### src/read_protection_defs.svh
// constants for the code read protection gate
`ifndef READ_PROTECTION_DEFS_SVH
`define READ_PROTECTION_DEFS_SVH
`define RP_WORD_W        32
`define RP_CODE_ONE      32'h1234_5678
`define RP_CODE_TWO      32'h8765_4321
`define RP_CODE_THREE    32'h4321_8765
`define RP_SECTOR_W      5
`define RP_SECTOR_ZERO   5'h00
`define RP_CMD_W         4
`define RP_CMD_READ      4'h0
`define RP_CMD_WRITE     4'h1
`define RP_CMD_ERASE     4'h2
`define RP_CMD_ERASE_ALL 4'h3
`define RP_CMD_GO        4'h4
`define RP_CMD_PREPARE   4'h5
`define RP_CMD_ID        4'h6
`define RP_CMD_BLANK     4'h7
`define RP_CMD_COMPARE   4'h8
`endif

### src/read_protection_pkg.sv
// types for the code read protection gate
package read_protection_pkg;
  typedef enum logic [1:0] {
    LVL_NONE  = 2'b00,
    LVL_ONE   = 2'b01,
    LVL_TWO   = 2'b10,
    LVL_THREE = 2'b11
  } prot_level_e;

  typedef struct packed {
    logic       valid;
    logic [3:0] cmd;
    logic [4:0] sector;
  } loader_req_s;
endpackage : read_protection_pkg

### src/read_protection_gate.sv
// code read protection gate: level decode, debug and loader gating
// Behaviour
// - level chosen by matching the code word held in the dedicated flash location.
// - application flash calls pass ungated at every level.
// - three protection levels, each with its own restrictions.
// - level one blocks debug; loader limited, sector zero untouchable.
// - level two blocks debug; loader only ID, whole erase, then reprogram.
// - level three refuses all debug, and serial loader access until the application re-invokes the loader.
// - level three ignores the boot override pin at reset.
// - level three still honours the application's loader re-invocation request.
`timescale 1ns/100ps
`default_nettype none
`include "read_protection_defs.svh"
module read_protection_gate (
  input  wire logic                         CLK_SYS_I,
  input  wire logic                         RST_N_I,
  input  wire logic [`RP_WORD_W-1:0]        CODE_WORD_I,
  input  wire logic                         CODE_VALID_I,
  input  wire logic                         BOOT_OVERRIDE_PIN_I,
  input  wire logic                         REINVOKE_LOADER_I,
  input  wire logic                         JTAG_REQ_I,
  input  wire read_protection_pkg::loader_req_s LOADER_REQ_I,
  input  wire logic                         CHIP_ERASED_I,
  input  wire logic                         APP_FLASH_REQ_I,
  output logic [1:0]                        LEVEL_O,
  output logic                              LEVEL_VALID_O,
  output logic                              JTAG_EN_O,
  output logic                              ENTER_LOADER_O,
  output logic                              LOADER_GRANT_O,
  output logic                              LOADER_DENY_O,
  output logic                              APP_FLASH_GRANT_O
);
  import read_protection_pkg::*;

  logic        rst_s1_q, rst_s2_q;
  logic        rst_n;
  prot_level_e level_d, level_q;
  logic        valid_d, valid_q;
  logic        boot_d, boot_q;
  logic        jtag_d, jtag_q;
  logic        app_d, app_q;
  logic        lreq_valid;
  loader_req_s lreq;

  // reset release through two stages
  always_ff @(posedge CLK_SYS_I or negedge RST_N_I) begin
    if (!RST_N_I) begin
      rst_s1_q <= 1'b0;
      rst_s2_q <= 1'b0;
    end else begin
      rst_s1_q <= 1'b1;
      rst_s2_q <= rst_s1_q;
    end
  end
  assign rst_n = rst_s2_q;

  // level latched once per reset, when flash delivers the word
  always_comb begin
    level_d = level_q;
    valid_d = valid_q;
    boot_d  = 1'b0;
    if (!valid_q && CODE_VALID_I) begin
      valid_d = 1'b1;
      if (CODE_WORD_I == `RP_CODE_ONE) begin
        level_d = LVL_ONE;
      end else if (CODE_WORD_I == `RP_CODE_TWO) begin
        level_d = LVL_TWO;
      end else if (CODE_WORD_I == `RP_CODE_THREE) begin
        level_d = LVL_THREE;
      end else begin
        level_d = LVL_NONE;
      end
      // strap sampled at the decode, after reset release
      boot_d = BOOT_OVERRIDE_PIN_I & (level_d != LVL_THREE);
    end
    if (valid_q && REINVOKE_LOADER_I) begin
      boot_d = 1'b1;
    end
  end

  always_comb begin
    // debug does not pass until the level is known, so no early debug window exists
    jtag_d = valid_q & (level_q == LVL_NONE);
    app_d  = APP_FLASH_REQ_I;
  end

  always_ff @(posedge CLK_SYS_I or negedge rst_n) begin
    if (!rst_n) begin
      level_q <= LVL_NONE;
      valid_q <= 1'b0;
      boot_q  <= 1'b0;
      jtag_q  <= 1'b0;
      app_q   <= 1'b0;
    end else begin
      level_q <= level_d;
      valid_q <= valid_d;
      boot_q  <= boot_d;
      jtag_q  <= jtag_d;
      app_q   <= app_d;
    end
  end

  // level three refuses the loader unless the application asked for it
  logic reinvoked_d, reinvoked_q;
  always_comb begin
    reinvoked_d = reinvoked_q | (valid_q & REINVOKE_LOADER_I);
  end
  always_ff @(posedge CLK_SYS_I or negedge rst_n) begin
    if (!rst_n) begin
      reinvoked_q <= 1'b0;
    end else begin
      reinvoked_q <= reinvoked_d;
    end
  end

  // a re-invoked loader at level three runs the level one command set
  prot_level_e filter_level;
  always_comb begin
    filter_level = level_q;
    if (level_q == LVL_THREE && reinvoked_q) begin
      filter_level = LVL_ONE;
    end
  end

  always_comb begin
    lreq_valid   = LOADER_REQ_I.valid & valid_q;
    lreq         = LOADER_REQ_I;
    lreq.valid   = lreq_valid;
  end

  loader_cmd_filter u_filter (
    .clk_i         (CLK_SYS_I),
    .rst_n_i       (rst_n),
    .level_i       (filter_level),
    .erased_i      (CHIP_ERASED_I),
    .req_i         (lreq),
    .grant_o       (LOADER_GRANT_O),
    .deny_o        (LOADER_DENY_O),
    .erased_seen_o ()
  );

  assign LEVEL_O           = level_q;
  assign LEVEL_VALID_O     = valid_q;
  assign JTAG_EN_O         = jtag_q & JTAG_REQ_I;
  assign ENTER_LOADER_O    = boot_q;
  assign APP_FLASH_GRANT_O = app_q;
endmodule : read_protection_gate
`default_nettype wire

### src/loader_cmd_filter.sv
// serial loader command filter per protection level
`timescale 1ns/100ps
`default_nettype none
`include "read_protection_defs.svh"
module loader_cmd_filter (
  input  wire logic                              clk_i,
  input  wire logic                              rst_n_i,
  input  wire read_protection_pkg::prot_level_e  level_i,
  input  wire logic                              erased_i,
  input  wire read_protection_pkg::loader_req_s  req_i,
  output logic                                   grant_o,
  output logic                                   deny_o,
  output logic                                   erased_seen_o
);
  import read_protection_pkg::*;

  logic allow;
  logic grant_d, grant_q, deny_d, deny_q;
  logic erased_d, erased_q;

  always_comb begin
    allow = 1'b0;
    case (level_i)
      LVL_NONE: allow = 1'b1;
      LVL_ONE: begin
        // no erase of the whole part; write, erase, prepare and blank check may not touch sector zero
        case (req_i.cmd)
          `RP_CMD_WRITE, `RP_CMD_ERASE, `RP_CMD_PREPARE,
          `RP_CMD_BLANK: allow = (req_i.sector != `RP_SECTOR_ZERO);
          `RP_CMD_ID, `RP_CMD_GO: allow = 1'b1;
          default: allow = 1'b0;
        endcase
      end
      LVL_TWO: begin
        // writes only after a whole-chip erase this session
        case (req_i.cmd)
          `RP_CMD_ERASE_ALL, `RP_CMD_ID: allow = 1'b1;
          `RP_CMD_WRITE, `RP_CMD_PREPARE, `RP_CMD_BLANK: allow = erased_q | erased_i;
          default: allow = 1'b0;
        endcase
      end
      default: allow = 1'b0;
    endcase
  end

  always_comb begin
    grant_d  = req_i.valid & allow;
    deny_d   = req_i.valid & ~allow;
    erased_d = erased_q | erased_i | (grant_d && req_i.cmd == `RP_CMD_ERASE_ALL);
  end

  always_ff @(posedge clk_i or negedge rst_n_i) begin
    if (!rst_n_i) begin
      grant_q  <= 1'b0;
      deny_q   <= 1'b0;
      erased_q <= 1'b0;
    end else begin
      grant_q  <= grant_d;
      deny_q   <= deny_d;
      erased_q <= erased_d;
    end
  end

  assign grant_o       = grant_q;
  assign deny_o        = deny_q;
  assign erased_seen_o = erased_q;
endmodule : loader_cmd_filter
`default_nettype wire

### config.mk
export PLATFORM = sky130hd
export DESIGN_NAME = read_protection_gate
export DESIGN_NICKNAME = d
export VERILOG_FILES = /design/src/read_protection_pkg.sv /design/src/read_protection_gate.sv /design/src/loader_cmd_filter.sv
export VERILOG_INCLUDE_DIRS = /design/src
export SDC_FILE = /design/constraint.sdc
export NUM_CORES = 1
export LEC_CHECK = 0
export BUFFER_PORTS_ARGS = -buffer_cell sky130_fd_sc_hd__buf_2
export CORE_MARGIN = 2
export CORE_UTILIZATION = 35
export DETAILED_ROUTE_END_ITERATION = 8
export PLACE_DENSITY = 0.82
export SLEW_MARGIN = 20
export SYNTH_ARGS = -nofsm -noshare
export SYNTH_HDL_FRONTEND = slang
export SYNTH_SLANG_ARGS = --single-unit
### constraint.sdc
create_clock -name CLK_SYS_I -period 0.84 [get_ports CLK_SYS_I]
set_input_delay 0.168 -clock CLK_SYS_I [delete_from_list [all_inputs] [get_ports CLK_SYS_I]]
set_output_delay 0.168 -clock CLK_SYS_I [all_outputs]
set_load 0.005 [all_outputs]
==> summary.txt <==
Routing
  – Post-Route WL: 2240 µm
  – Iter 0 DRT Violations: 14
  – DRT Pass-1 Iters: 4
  – Vias per cell: 5.11
  – Via Count: 884
  – Antenna-violating nets left: 0
  – DRC: 0
  – Drt wl/cell: 13.0 µm

Final layout
  – Share of cells above drive strength 1: 63.5%
  – Design area: 1360 µm²
  – Nets: 200
  – Most common cell after layout, fill and taps aside: buf_2
  – # fillers: 131
  – Most frequent cells in the layout: buf_2, buf_6, dfrtp_1
  – Max FFs per register: 2
  – Area Overhead vs Synth: 102%
  – Ant. Diodes: 0

Power and ir drop
  – Maximum VDD drop: 0.672 mV
  – Power Density: 891 nW/µm²
  – Total chip power: 1.21 mW
  – Leakage power: 0.644 nW

Min path
  – HP Class: input pin to flop
  – Hold_sp: CHIP_ERASED_I
  – Hold depth: 3

Placed design
  – Port bufs: 57
  – Placer congestion estimate: 0.724
  – Hpwl dp: 1640 µm
  – Placed Area: 1100 µm²
  – Pre-CTS setup slack: -684 ps

Synthesis
  – Post-synth top flop: dfrtp_1
  – Area share of the largest cell type after synthesis: 44.7%
  – Synth cell types: 28
  – Post-synthesis async set-or-reset flop share: 100%
  – Number of synthesized flops with an enable pin: 0
  – Syn nets: 120
  – Mapped Area: 672 µm²
  – Top post-synthesis cells by area: dfrtp_1, nand3b_1, nor4b_1, nand2b_1, nand2_1
  – Synth Warn #: 0
  – Synth Instances: 70
  – Register area share after synthesis: 44.7%
  – Post-synthesis sequential element count: 12
  – Area leader, netlist: dfrtp_1
  – Syn Area/Cell: 9.60 µm²

Clock tree
  – CTS Buf Count: 3
  – CTS tree: yes
  – Sink Count: 12
  – H-tree levels: 1
  – Clock root buffer: clkbuf_4
  – Clk_lat worst skew: 260 ps
  – Clock buffer depth: 2
  – Clock Pin Slew Worst Setup and Hold Paths: 60 ps

Job
  – Max Cap Violations: 0

STA
  – RSZ-0062 raised after global routing: yes
  – Setup ws final: -406 ps
  – Maximum clock rate: 0.802 GHz
  – Fin Setup TNS: -3090 ps
  – Part of the cycle the worst path needs: 148%
  – Fin. Hold Viols: 0
  – Max Slew Vio Count: 0
  – Layout Skew: 0.843 ps
  – Final setup vio count: 17
  – Post-layout min period: 1250 ps

Critical path
  – CP max stage cell: or4_4
  – Critical path, cell by cell: buf_6, or4_4, o22ai_2, nand3_1, a41o_1, nor2b_4
  – WP depth: 6
  – Critical Setup Path Class: input pin to flop
  – R2R cell count: 5
  – Largest fanout on the critical path: 2
  – Worst setup SP type: input pin
  – Buf/Inv on CP: 1
  – Critical Path RT: 990 ps
  – CP startpoint: LOADER_REQ_I[0]
  – Max incr delay on CP: 540 ps
  – Reg2reg start: u_filter.erased_seen_o$_DFF_PN0_
  – Cell family with most CP delay: simple AND/OR/NAND/NOR gates
  – CP arrival: 1400 ps
  – Crit. End Element: flop

Status
  – Failing checks: setup timing
  – Status: finished, violations left

Floorplanning
  – Die X: 47.8 µm
  – Row cnt: 15
  – Starting Density: 38.1%
  – Die Area: 2290 µm²
  – Core ar.: 1760 µm²
  – # IOs: 58
  – Die Y: 47.8 µm

Global route
  – Initial antenna violation count: 0
  – Pin count of the biggest net entering global routing: 11
  – Gr usage total: 21.2%
  – GRT Residual Overflow: 0
  – Vias in the first global route: 911
  – Global-route wire length before repair: 3370 µm
## tightest hold or removal path, stage by stage
cell and delay (ps):
buf_2 90, nor2_2 40, o31ai_2 50
## Yosys cell counts (all sizes together) (2+ instances only)
master and n:
o21ai 4, nor2 5, nor4 3, nand4 2, o22ai 2, nor4bb 2, a21oi 2, or4 3
nor2b 3, dfrtp 12, nor4b 3, nand2 6, nand3 2, nand3b 5, inv 2, nand2b 4
## stage by stage
stage	instances	util, %	hold WS, ps
after floorplan	70	-	-128
after global placement	164	62.6	-46.3
after detailed placement	164	62.6	-45.7
after CTS	172	72.5	13.8
after global routing	173	76.9	115
final	173	76.9	119
## area by class of cell
type | count | area (µm²) | share of cell area, %
well taps | 25 | 31.3 | 2.31
clock buffers | 3 | 22.5 | 1.66
repair buffers | 75 | 512 | 37.7
inverters | 2 | 7.51 | 0.554
multi-input cells | 56 | 483 | 35.6
flip-flops and latches | 12 | 300 | 22.1
## logic make-up after synthesis
group / count (synthesis) / share of synthesized area [%]
AO/OA/AOI/OAI: 13 / 13.0
AND/OR/NAND/NOR: 42 / 40.6
buffers and inverters: 2 / 1.12
flip-flops: 12 / 44.7
other: 1 / 0.558
## power by group
| part | internal, mW | leakage, nW | switching [mW] |
|---|---|---|---|
| combinational | 0.178 | 0.495 | 0.107 |
| clock | 0.165 | 0.0138 | 0.158 |
| sequential | 0.590 | 0.135 | 0.0111 |
## what timing repair did
action / CTS / global route
setup endpoints to repair: 16 / 17
pin swaps: 16 / 15
setup buffers: 4 / 0
hold buffers: 1 / 1
gates resized for setup: 22 / 13
endpoints found under the hold margin: 2 / 1
## worst paths after layout
kind	slack, ps	end
worst min register to register	160	u_filter.grant_o$_DFF_PN0_
worst min-delay path	120	u_filter.erased_seen_o$_DFF_PN0_
worst max register to register	-320	u_filter.grant_o$_DFF_PN0_
worst max-delay path	-410	u_filter.grant_o$_DFF_PN0_
min in group asynchronous	160	u_filter.grant_o$_DFF_PN0_
max in group asynchronous	390	jtag_q$_DFF_PN0_
## metal layers
metal | track usage (%) | share of wire (%)
met1 | 19.5 | 34
met2 | 44.3 | 57
met3 | 2.26 | 7.9
met4 | 10.3 | 0.58
met5 | 0 | 0
Note: power is estimated with default switching activity, not from simulation.
